File: config.mk
export PLATFORM = sky130hd
export DESIGN_NAME = crs_top
export DESIGN_NICKNAME = d
export VERILOG_FILES = /design/src/pkg/crs_pkg.sv /design/src/verilog/crs_top.sv
export VERILOG_INCLUDE_DIRS = /design/src /design/src/pkg
export SDC_FILE = /design/constraint.sdc
export NUM_CORES = 1
export LEC_CHECK = 0
export BUFFER_PORTS_ARGS = -buffer_cell sky130_fd_sc_hd__clkbuf_2
export CORE_ASPECT_RATIO = 1.5
export CORE_UTILIZATION = 30
export DETAILED_ROUTE_END_ITERATION = 8
export PLACE_DENSITY_LB_ADDON = 0.08
export SYNTH_ARGS = -nofsm -noshare
export SYNTH_HDL_FRONTEND = slang
export SYNTH_SLANG_ARGS = --single-unit
File: constraint.sdc
create_clock -name ref_clk_i -period 2.4 [get_ports ref_clk_i]
set_clock_uncertainty 0.15 [all_clocks]
set_input_delay 0.36 -clock ref_clk_i [delete_from_list [all_inputs] [get_ports ref_clk_i]]
set_output_delay 0.36 -clock ref_clk_i [all_outputs]
set_load 0.02 [all_outputs]
File: src/pkg/crs_map.svh
// Register map, field positions and reset values of the lane register select block
//
// Behaviour
// [RULE1] Broadcast bit with enable writes all lanes
// [RULE2] Lane reads come from lane index field
// [RULE3] Lane sets reached only while enable set
// [RULE4] Low addresses hit selected lane when enabled
// [RULE5] Writes to 0xff always update select register
// [RULE6] Select register reads return undefined value
// [RULE7] Host writes full select byte, upper zero
// [RULE8] Valid select codes map shared, lane, broadcast
// [RULE9] Selection persists until select register rewritten
// [RULE10] Four independent lane register sets exist
// [RULE11] Lane ctrl bit 3 holds core reset
// [RULE12] Lane ctrl bit 2 restores lane defaults
// [RULE13] Bits 1,0 reset refclk, divider domains
// [RULE14] Lock loss flag sets, clears on read
// [RULE15] Signal lost flag sets after signal lost
// [RULE16] Writes to read-only bits are ignored
// [RULE17] Target address is 0x18 plus strap
// [RULE18] Shared reg 5 holds lane summaries
// [RULE19] Flags clear only by reading their register; code clears only lock loss on read, and lane ctrl bit 2 clears both flags
// [RULE20] Reserved lane bits read zero, writes ignored
`ifndef CRS_MAP_SVH
`define CRS_MAP_SVH

// ----------------------------------------
// Addresses
// ----------------------------------------
`define CRS_SEL_ADDR 8'hff
`define CRS_LANE_CTRL_ADDR 8'h00
`define CRS_LANE_FLAG_ADDR 8'h01
`define CRS_SH_ID_ADDR 8'h00
`define CRS_SH_IRQ_ADDR 8'h05
`define CRS_BASE_ADDR 7'h18

// ----------------------------------------
// Field positions
// ----------------------------------------
`define CRS_SEL_BCAST_BIT 3
`define CRS_SEL_EN_BIT 2
`define CRS_CTRL_CORE_BIT 3
`define CRS_CTRL_REGS_BIT 2
`define CRS_CTRL_REFCLK_BIT 1
`define CRS_CTRL_OSC_BIT 0

// ----------------------------------------
// Reset values and bit counts
// ----------------------------------------
`define CRS_SEL_RESET 8'h00
`define CRS_CTRL_RESET 4'h0
`define CRS_UNDEF_READ 8'h00
`define CRS_BITS_BYTE 4'h8
`define CRS_BITS_ACK 4'h9

`endif

File: src/pkg/crs_pkg.sv
// Types shared by the lane register select block
package crs_pkg;

   localparam int CRS_LANES = 4;

   // Serial target phase
   typedef enum logic [2:0] {
      CRS_IDLE,
      CRS_ADDR,
      CRS_CMD,
      CRS_WDATA,
      CRS_RDATA
   } crs_phase_t;

   // Whole state of the block
   typedef struct packed {
      crs_phase_t ph;
      logic [3:0] cnt;
      logic [7:0] shreg;
      logic rw;
      logic nack;
      logic oe;
      logic [7:0] ptr;
      logic [7:0] sel;
      logic scl;
      logic sda;
      logic [3:0] strap;
      logic strap_ok;
      logic [CRS_LANES-1:0][3:0] lane_ctrl;
      logic [CRS_LANES-1:0] had_lock;
      logic [CRS_LANES-1:0] had_sig;
      logic [CRS_LANES-1:0] lock_loss;
      logic [CRS_LANES-1:0] sig_lost;
   } crs_state_t;

   // Per-lane reset controls driven out
   typedef struct packed {
      logic [CRS_LANES-1:0] core;
      logic [CRS_LANES-1:0] refclk;
      logic [CRS_LANES-1:0] osc;
   } crs_lane_rst_t;

endpackage

File: src/verilog/crs_top.sv
// SMBus target with shared and per-lane register sets steered by the select register
`timescale 1ns/1ns
`default_nettype none
`include "crs_map.svh"

module crs_top (
   // Clock and reset
   input wire logic ref_clk_i,
   input wire logic reset_n_i,
   // SMBus pins, sda open drain
   input wire logic scl_i,
   input wire logic sda_i,
   output logic sda_o,
   output logic sda_oe_o,
   // Address strap
   input wire logic [3:0] strap_address_bit_i,
   // Lane status from recovery logic
   input wire logic [crs_pkg::CRS_LANES-1:0] lane_lock_i,
   input wire logic [crs_pkg::CRS_LANES-1:0] lane_sigdet_i,
   // Lane reset controls and interrupt summaries
   output crs_pkg::crs_lane_rst_t lane_rst_o,
   output logic [crs_pkg::CRS_LANES-1:0] lane_irq_summary_o
);

   crs_pkg::crs_state_t q;
   crs_pkg::crs_state_t d;
   logic scl_rise;
   logic scl_fall;
   logic start_det;
   logic stop_det;
   logic [6:0] dev_addr;
   logic [1:0] lane_idx;
   logic lane_en;
   logic [7:0] rd_ptr;
   logic [7:0] rd_val;
   logic [crs_pkg::CRS_LANES-1:0] irq;
   // Per-bit nets, since several drivers per bit group are legal only on nets
   wire logic [crs_pkg::CRS_LANES-1:0] core_rst_w;
   wire logic [crs_pkg::CRS_LANES-1:0] refclk_rst_w;
   wire logic [crs_pkg::CRS_LANES-1:0] osc_rst_w;

   // ----------------------------------------
   // Pin edge detection
   // ----------------------------------------
   // Pins are taken as synchronous, so one stage of history suffices
   assign scl_rise = scl_i & ~q.scl;
   assign scl_fall = ~scl_i & q.scl;
   assign start_det = scl_i & q.scl & q.sda & ~sda_i;
   assign stop_det = scl_i & q.scl & ~q.sda & sda_i;

   // Strap captured once after reset release
   assign dev_addr = `CRS_BASE_ADDR + {3'h0, q.strap}; // [RULE17]
   assign lane_idx = q.sel[1:0];
   assign lane_en = q.sel[`CRS_SEL_EN_BIT];
   assign irq = q.lock_loss | q.sig_lost;

   // Next read address: follow-on bytes of a read advance the pointer
   assign rd_ptr = (q.ph == crs_pkg::CRS_RDATA) ? 8'(q.ptr + 8'h01) : q.ptr;

   // ----------------------------------------
   // Read data mux
   // ----------------------------------------
   always_comb begin
      rd_val = 8'h00;
      if (rd_ptr == `CRS_SEL_ADDR) begin
         rd_val = `CRS_UNDEF_READ; // [RULE6]
      end else if (lane_en) begin
         // Lane index alone picks the source, broadcast or not
         if (rd_ptr == `CRS_LANE_CTRL_ADDR) begin
            rd_val = {4'h0, q.lane_ctrl[lane_idx]}; // [RULE2] [RULE4] [RULE20]
         end else if (rd_ptr == `CRS_LANE_FLAG_ADDR) begin
            rd_val = {3'h0, q.lock_loss[lane_idx], 3'h0, q.sig_lost[lane_idx]}; // [RULE20]
         end
      end else begin
         if (rd_ptr == `CRS_SH_ID_ADDR) begin
            rd_val = {q.strap, 4'h0}; // [RULE17] [RULE3]
         end else if (rd_ptr == `CRS_SH_IRQ_ADDR) begin
            rd_val = {4'h0, irq[0], irq[1], irq[2], irq[3]}; // [RULE18]
         end
      end
   end

   // ----------------------------------------
   // Next-state logic
   // ----------------------------------------
   always_comb begin
      d = q;
      d.scl = scl_i;
      d.sda = sda_i;
      if (!q.strap_ok) begin
         d.strap = strap_address_bit_i;
         d.strap_ok = 1'b1;
      end

      // Register restore self-clears, since it restores its own bit too
      for (int l = 0; l < crs_pkg::CRS_LANES; l++) begin
         if (q.lane_ctrl[l][`CRS_CTRL_REGS_BIT]) begin
            d.lane_ctrl[l] = `CRS_CTRL_RESET; // [RULE12]
            d.lock_loss[l] = 1'b0;
            d.sig_lost[l] = 1'b0;
         end
      end

      // Serial target
      if (start_det) begin
         d.ph = crs_pkg::CRS_ADDR;
         d.cnt = 4'h0;
         d.oe = 1'b0;
      end else if (stop_det) begin
         d.ph = crs_pkg::CRS_IDLE;
         d.oe = 1'b0;
      end else if (q.ph != crs_pkg::CRS_IDLE) begin
         if (scl_rise) begin
            if (q.cnt < `CRS_BITS_BYTE) begin
               d.cnt = 4'(q.cnt + 4'h1);
               if (q.ph != crs_pkg::CRS_RDATA) begin
                  d.shreg = {q.shreg[6:0], sda_i};
               end
            end else if (q.cnt == `CRS_BITS_ACK && q.ph == crs_pkg::CRS_RDATA) begin
               d.nack = sda_i;
            end
         end else if (scl_fall) begin
            if (q.cnt == `CRS_BITS_BYTE) begin
               // Acknowledge slot: drive it for a matching address, command or write byte, release it for read bytes
               d.cnt = `CRS_BITS_ACK;
               unique case (q.ph)
                  crs_pkg::CRS_ADDR: begin
                     if (q.shreg[7:1] == dev_addr) begin
                        d.oe = 1'b1;
                        d.rw = q.shreg[0];
                     end else begin
                        d.ph = crs_pkg::CRS_IDLE;
                     end
                  end
                  crs_pkg::CRS_CMD: begin
                     d.ptr = q.shreg;
                     d.oe = 1'b1;
                  end
                  crs_pkg::CRS_WDATA: begin
                     d.oe = 1'b1;
                     if (q.ptr == `CRS_SEL_ADDR) begin
                        d.sel = q.shreg; // [RULE5] [RULE8] [RULE9]
                     end else if (lane_en && q.ptr == `CRS_LANE_CTRL_ADDR) begin // [RULE3]
                        for (int l = 0; l < crs_pkg::CRS_LANES; l++) begin
                           if (q.sel[`CRS_SEL_BCAST_BIT] || lane_idx == 2'(l)) begin
                              d.lane_ctrl[l] = q.shreg[3:0]; // [RULE1] [RULE4] [RULE10] [RULE20]
                           end
                        end
                     end
                     // Flag register and shared set hold only read-only bits here
                     // [RULE16] [RULE19]
                  end
                  crs_pkg::CRS_RDATA: begin
                     d.oe = 1'b0;
                  end
                  crs_pkg::CRS_IDLE: begin
                  end
               endcase
            end else if (q.cnt == `CRS_BITS_ACK) begin
               // End of acknowledge slot: advance phase, or the pointer after a write byte
               d.cnt = 4'h0;
               d.oe = 1'b0;
               unique case (q.ph)
                  crs_pkg::CRS_ADDR: begin
                     d.ph = q.rw ? crs_pkg::CRS_RDATA : crs_pkg::CRS_CMD;
                  end
                  crs_pkg::CRS_CMD: begin
                     d.ph = crs_pkg::CRS_WDATA;
                  end
                  crs_pkg::CRS_WDATA: begin
                     d.ptr = 8'(q.ptr + 8'h01);
                  end
                  crs_pkg::CRS_RDATA: begin
                     if (q.nack) begin
                        d.ph = crs_pkg::CRS_IDLE;
                     end
                  end
                  crs_pkg::CRS_IDLE: begin
                  end
               endcase
               // Load a read byte; reading the flag register clears lock loss
               if ((q.ph == crs_pkg::CRS_ADDR && q.rw) || (q.ph == crs_pkg::CRS_RDATA && !q.nack)) begin
                  d.ptr = rd_ptr;
                  d.shreg = rd_val;
                  d.oe = ~rd_val[7];
                  d.nack = 1'b0;
                  if (lane_en && rd_ptr == `CRS_LANE_FLAG_ADDR) begin
                     d.lock_loss[lane_idx] = 1'b0; // [RULE14] [RULE19]
                  end
               end
            end else if (q.ph == crs_pkg::CRS_RDATA) begin
               d.oe = ~q.shreg[6];
               d.shreg = {q.shreg[6:0], 1'b0};
            end
         end
      end

      // Flag setting last so a same-cycle event beats the clear
      for (int l = 0; l < crs_pkg::CRS_LANES; l++) begin
         if (lane_lock_i[l]) begin
            d.had_lock[l] = 1'b1;
         end else if (q.had_lock[l]) begin
            d.had_lock[l] = 1'b0;
            d.lock_loss[l] = 1'b1; // [RULE14]
         end
         if (lane_sigdet_i[l]) begin
            d.had_sig[l] = 1'b1;
         end else if (q.had_sig[l]) begin
            d.had_sig[l] = 1'b0;
            d.sig_lost[l] = 1'b1; // [RULE15]
         end
      end
   end

   // ----------------------------------------
   // State register
   // ----------------------------------------
   always_ff @(posedge ref_clk_i or negedge reset_n_i) begin
      if (!reset_n_i) begin
         q <= '0;
      end else begin
         q <= d;
      end
   end

   // ----------------------------------------
   // Outputs
   // ----------------------------------------
   // Open drain: only ever pull low
   assign sda_o = 1'b0;
   assign sda_oe_o = q.oe;
   assign lane_irq_summary_o = irq;

   for (genvar g = 0; g < crs_pkg::CRS_LANES; g++) begin : g_lane
      assign core_rst_w[g] = q.lane_ctrl[g][`CRS_CTRL_CORE_BIT]; // [RULE11]
      assign refclk_rst_w[g] = q.lane_ctrl[g][`CRS_CTRL_REFCLK_BIT]; // [RULE13]
      assign osc_rst_w[g] = q.lane_ctrl[g][`CRS_CTRL_OSC_BIT]; // [RULE13]
   end

   // One driver for the whole output struct
   assign lane_rst_o = {core_rst_w, refclk_rst_w, osc_rst_w};

endmodule // crs_top

`default_nettype wire

Word level (Yosys, flattened, before mapping)
Index checks and enable logic that the tools add are counted.
- register bits: 73
- input bits: 16
- output and inout bits: 18
- add/subtract/negate cells: 3
- $lt $le $gt $ge: 3
- eq/ne operators: 32
- muxes and demuxes: 122
- bitwise operators: 19
- reductions and logical operators: 37
- operator list (operator ; count):
    2-to-1 mux 16 bit ; 9
    2-to-1 mux 8 bit ; 15
    2-to-1 mux 4 bit ; 19
    2-to-1 mux 34 bit ; 2
    2-to-1 mux 10 bit ; 6
    2-to-1 mux 1 bit ; 49
    AND reduction 8 bit ; 4
    2-to-1 mux 12 bit ; 2
    2-to-1 mux 7 bit ; 3
    2-to-1 mux 3 bit ; 6
    AND reduction 9 bit ; 2
    2-to-1 mux 17 bit ; 1
    == test 8 bit (second input constant) ; 2
    zero test 8 bit ; 2
    nonzero test 3 bit ; 5
    2-to-1 mux 14 bit ; 1
    2-to-1 mux 5 bit ; 2
    != test 5 bit (second input constant) ; 2
    nonzero test 5 bit ; 2
    2-to-1 mux 9 bit ; 1
    NOT 1 bit ; 9
    one-hot mux 3 bit (3 select lines) ; 1
    adder 8 x 1 -> 8 bit (second input constant) ; 1
    binary-select mux 4 bit (select 2 bit) ; 1
    40 further kinds ; 69

Longest topological paths before layout
- depth in word-level cells: 21
- gate-level depth with buffers: 10
- mapped depth without buffers: 7

Worst setup path after synthesis
No wires, ideal clock.
- path kind: register to register
- from: register q[47] (netlist name)
- to: register q (netlist bit sda_oe_o)
- setup time: 0.126 ns
- arrival time: 2.147 ns
- required time: 2.124 ns
- setup slack: -0.023 ns
- cell stages (with the launch flop): 8
- clock period less this slack: 2.423 ns
- cell sequence: dfrtp_1 > clkbuf_1 > inv_1 > ha_1 > a211oi_1 > a2bb2oi_4 > a21oi_2 > o311a_1
- word-level cells in the longest chain between the ends: 20
- ends and longest elaborated chain (element ; RTL line ; RTL):
    start, declared ; crs_top.sv:25 ; crs_pkg::crs_state_t q;
    start signal, assigned ; crs_top.sv:220 ; q <= '0;
    start signal, assigned ; crs_top.sv:222 ; q <= d;
    adder 8 x 1 -> 8 bit ; crs_top.sv:58 ; assign rd_ptr = (q.ph == crs_pkg::CRS_RDATA) ? 8'(q.ptr + 8'h01) : q.ptr;
    2-to-1 mux 8 bit * ; crs_top.sv:58 ;
    zero test 8 bit (no line) ; -- ;
    2-to-1 mux 8 bit ; crs_top.sv:75 ; if (rd_ptr == `CRS_SH_ID_ADDR) begin
    2-to-1 mux 8 bit ; crs_top.sv:67 ; end else if (lane_en) begin
    2-to-1 mux 8 bit * ; crs_top.sv:65 ; if (rd_ptr == `CRS_SEL_ADDR) begin
    NOT 1 bit * ; crs_top.sv:185 ; d.oe = ~rd_val[7];
    2-to-1 mux 10 bit * ; crs_top.sv:182 ; if ((q.ph == crs_pkg::CRS_ADDR && q.rw) || (q.ph == crs_pkg::CRS_RDATA && !q.nack)) begin
    [... 4 more ...] ; -- ;
    2-to-1 mux 10 bit * ; crs_top.sv:105 ; if (start_det) begin
    2-to-1 mux 1 bit * ; crs_top.sv:159 ; end else if (q.cnt == `CRS_BITS_ACK) begin
    2-to-1 mux 9 bit * ; crs_top.sv:123 ; if (q.cnt == `CRS_BITS_BYTE) begin
    2-to-1 mux 34 bit * ; crs_top.sv:122 ; end else if (scl_fall) begin
    2-to-1 mux 17 bit * ; crs_top.sv:113 ; if (scl_rise) begin
    2-to-1 mux 34 bit * ; crs_top.sv:112 ; end else if (q.ph != crs_pkg::CRS_IDLE) begin
    2-to-1 mux 1 bit * ; crs_top.sv:109 ; end else if (stop_det) begin
    2-to-1 mux 1 bit * ; crs_top.sv:105 ;
Mark *: on every way between the ends. The rest lies on a longest branch, timed or not. The select of a mux whose other input is x is not followed.
A chain may end at the register's enable or synchronous reset.

==> run_results.csv <==
group,metric,value,unit
outcome,status,"finished, final reports clean",
placement,dp_hpwl,11.42,mm
cts,cts.clk_slew.worst_paths,0.06,ns
detailed_routing,wirelength,14.66,mm
critical_path,reg2reg_depth,6,
pwr,power_per_cell_area,502.2,nW/um^2
synth,ys_seq_elements,69,
floorplan,rows,55,
floorplan,die_y,153.4,microns
timing,tightest_slew,0.5215,ns
timing,finalSetupViolations,0,
pwr,swShare,28.60,%
detailed_routing,viasPerCell,5.252,
critical_path,crit_path_start,"q[72]$_DFFE_PN0P_",
synth,netlist_area,4586,sq um
synth,syn_inst,473,
global_routing,grt_pass1_wl,22.96,mm
floorplan,io_pins,34,
hold_path,hold_class,"primary input to flip-flop",
floorplan,dieArea,15790,sq um
synth,synthTopCellsByArea,"dfrtp_1 (38%), mux4_2 (2.9%), mux2i_1 (2.8%), inv_1 (2.7%), nand2_1 (2.5%)",
global_routing,globalRoute.totalOverflow,0,
cells_and_area,num-nets-final,584,
cts,insertion_delay,0.34,ns
cts,cts_made_buffers,9,
detailed_routing,drtPass1Iterations,4,
synth,syn_area_per_cell,9.695,sq um
cells_and_area,fill_cells,1574,
detailed_routing,num_vias,4007,
cts,cts_htree_levels,3,
synth,yosysMostFrequentCell,"dfrtp_1",
critical_path,cp-end-kind,"flip-flop",
detailed_routing,drt_first_iter_violations,233,
cells_and_area,multi_input_area,2609,sq um
placement,portBuffers,32,
pwr,pwr-share-seq,43.9,%
floorplan,core,15000,sq um
placement,dp.cells,730,
timing,min_period_over_period,99.38,%
cells_and_area,antennaDiodeCount,0,
critical_path,rr_endpoint,"q[7]$_DFF_PN0_",
critical_path,regToRegSetupSlack,0.01,ns
synth,yosys_warnings,0,
synth,synth_edf_count,0,
critical_path,cp_data_required_time,2.46,ns
pwr,vdd_ir_drop_max,0.0002382,V
timing,rsz0062_at_grt,"true",
synth,ys_seq_area_share,37.65,%
cells_and_area,final_cells,763,
global_routing,antenna_found_initial,0,
timing,relSlewSlack,65.23,%
critical_path,worstSetupPathType,"flip-flop to flip-flop",
synth,async_reset_ff_share,100.0,%
pwr,power.leakage,2.514,nW
critical_path,timing.rr.start,"q[72]$_DFFE_PN0P_",
timing,slew_violations,0,
cts,cts_tree,"done",
cells_and_area,areaGrowthSynthToFinish,27.64,%
floorplan,die_width,102.9,microns
placement,routabilityCongestion,0.8133,
floorplan,start_util,30.57,%
detailed_routing,drc,0,
synth,syn_nets,497,
pwr,switchingPower,0.8406,mW
detailed_routing,wl_per_cell,19.21,microns
synth,synth_top_area_share,37.65,%
global_routing,grt_pass1_vias,4188,
cells_and_area,seqCellArea,1730,sq um
global_routing,grtUsageTotal,19.68,%
critical_path,cp-endpoint,"q[7]$_DFF_PN0_",
cells_and_area,drive_gt1_share,32.09,%
hold_path,min_from,"scl_i",
cells_and_area,stdcell_area,5853,sq um
pwr,clkPwrFrac,42.0,%
pwr,combPwrFrac,14.2,%
timing,hold_viol_final,0,
critical_path,cp_data_arrival_time,2.44,ns
synth,ys_types,75,
synth,yosys.area.top_type,"dfrtp_1",
critical_path,path_max_fanout,5,
cts,ctsLongestPathBuffers,2,
global_routing,grt_max_degree,45,
pwr,intPower,2.099,mW
synth,synthTopCellsByCount,"dfrtp_1 (69), inv_1 (33), nand2_1 (30)",
detailed_routing,antenna_left,0,
cts,numClockSinks,69,
timing,fmax,0.4193,GHz
placement,dpl_cell_area,5281,sq um
synth,ys.flop_type,"dfrtp_1",
timing,post-route-min-period,2.385,ns
critical_path,start_kind,"flip-flop",
flow_run,max_cap_viol_count,0,
cts,cts_root_buf,"clkbuf_16",
logic make-up (layout without fill, tap and decap cells):
family | after synthesis | after routing | share of synthesized area (%)
compound gates | 125 | 125 | 20.87
xor+xnor | 8 | 8 | 1.528
fa+ha+maj | 8 | 8 | 2.183
buf+inv | 76 | 167 | 8.458
flops | 69 | 69 | 37.65
other cells | 2 | 2 | 0.1638
mux | 37 | 37 | 10.20
simple gates | 148 | 148 | 18.94
registers in the layout (all words and copies together) (netlist names):
register and flops:
lane_en 1, lane_idx 2, lane_rst_o 12, q 53, sda_oe_o 1
final cells by class:
class	count	share of cell area, %
Sequential cell	69	29.56
Inverter	33	2.116
Multi-Input combinational cell	328	44.57
Clock inverter	5	0.6413
Clock buffer	10	3.912
Timing Repair Buffer	119	14.94
Tap cell	199	4.254
layout by cell type (no fill, tap or decap), drive strengths merged, types with 6 or more instances in the layout:
cell,synthesis,routed
and2,7,7
nor2b,13,13
clkbuf,12,41
nand4,9,9
a221oi,9,9
o22ai,10,10
dfrtp,69,69
a21oi,15,15
o21ai,24,24
buf,31,79
inv,33,34
a211oi,11,11
dlygate4sd3,0,9
a31oi,9,9
mux2,18,18
nand2b,8,8
mux4,6,6
nor2,28,28
nand3,14,14
nor3b,6,6
mux2i,13,13
ha,8,8
nand2,30,30
per-layer routing:
metal	up-vias	GRT usage [%]	wire [microns]
met5	-	0	0
met4	0	9.926	555
met3	35	2.835	327
met2	69	36.06	8144
met1	1993	21.31	5629
li1	1910	-	-
worst min-delay path by stage:
stage | endpoint | slack [ns] | cells past startpoint
after floorplan | lane_en$_DFFE_PN0P_ | -0.09 | 0
after global placement | q[11]$_DFF_PN0_ | 0.16 | 1
after detailed placement | q[11]$_DFF_PN0_ | 0.16 | 1
after CTS | q[10]$_DFF_PN0_ | 0.003 | 1
after global routing | q[38]$_DFF_PN0_ | 0.03 | 1
final | q[38]$_DFF_PN0_ | 0.03 | 1
power by group through the flow:
stage	clock (mW)	sequential, mW	combinational [mW]
5_1_grt	1.32	1.30	0.457
3_3_place_gp	0	1.31	0.394
2_1_floorplan	0	1.27	0.222
4_1_cts	1.28	1.29	0.406
6_report	1.23	1.29	0.416
3_5_place_dp	0	1.31	0.394
what timing repair did:
| action | in CTS | in global routing |
|---|---|---|
| endpoints found under the setup margin | 2 | 30 |
| gates resized for setup | 3 | 31 |
| pin swaps | 0 | 6 |
| hold buffers | 8 | 1 |
| setup buffers | 0 | 10 |
| hold endpoints to repair | 32 | 1 |
stage by stage:
| stage | hold slack (ns) | setup TNS, ns | utilization [%] | setup slack (ns) | total power [mW] |
|---|---|---|---|---|---|
| after floorplan | -0.08559 | 0 | - | 0.08679 | 1.495 |
| after global placement | 0.1611 | -0.08763 | 35.20 | -0.06722 | 1.707 |
| after detailed placement | 0.1618 | -0.2421 | 35.20 | -0.07410 | 1.706 |
| after CTS | 0.003224 | 0 | 37.64 | 0.01523 | 2.974 |
| after global routing | 0.02713 | -0.2689 | 39.02 | -0.06026 | 3.079 |
| final | 0.02976 | 0 | 39.02 | 0.01499 | 2.939 |
critical path, stage by stage, from the launching register on:
cell       delay [ns]
dfrtp_2          0.36
buf_4            0.12
or3b_1           0.42
a2111oi_4        0.46
o2111ai_2        0.29
nor4b_2          0.34
o32ai_1          0.11
No activity file was read; power rests on OpenSTA's default activity.
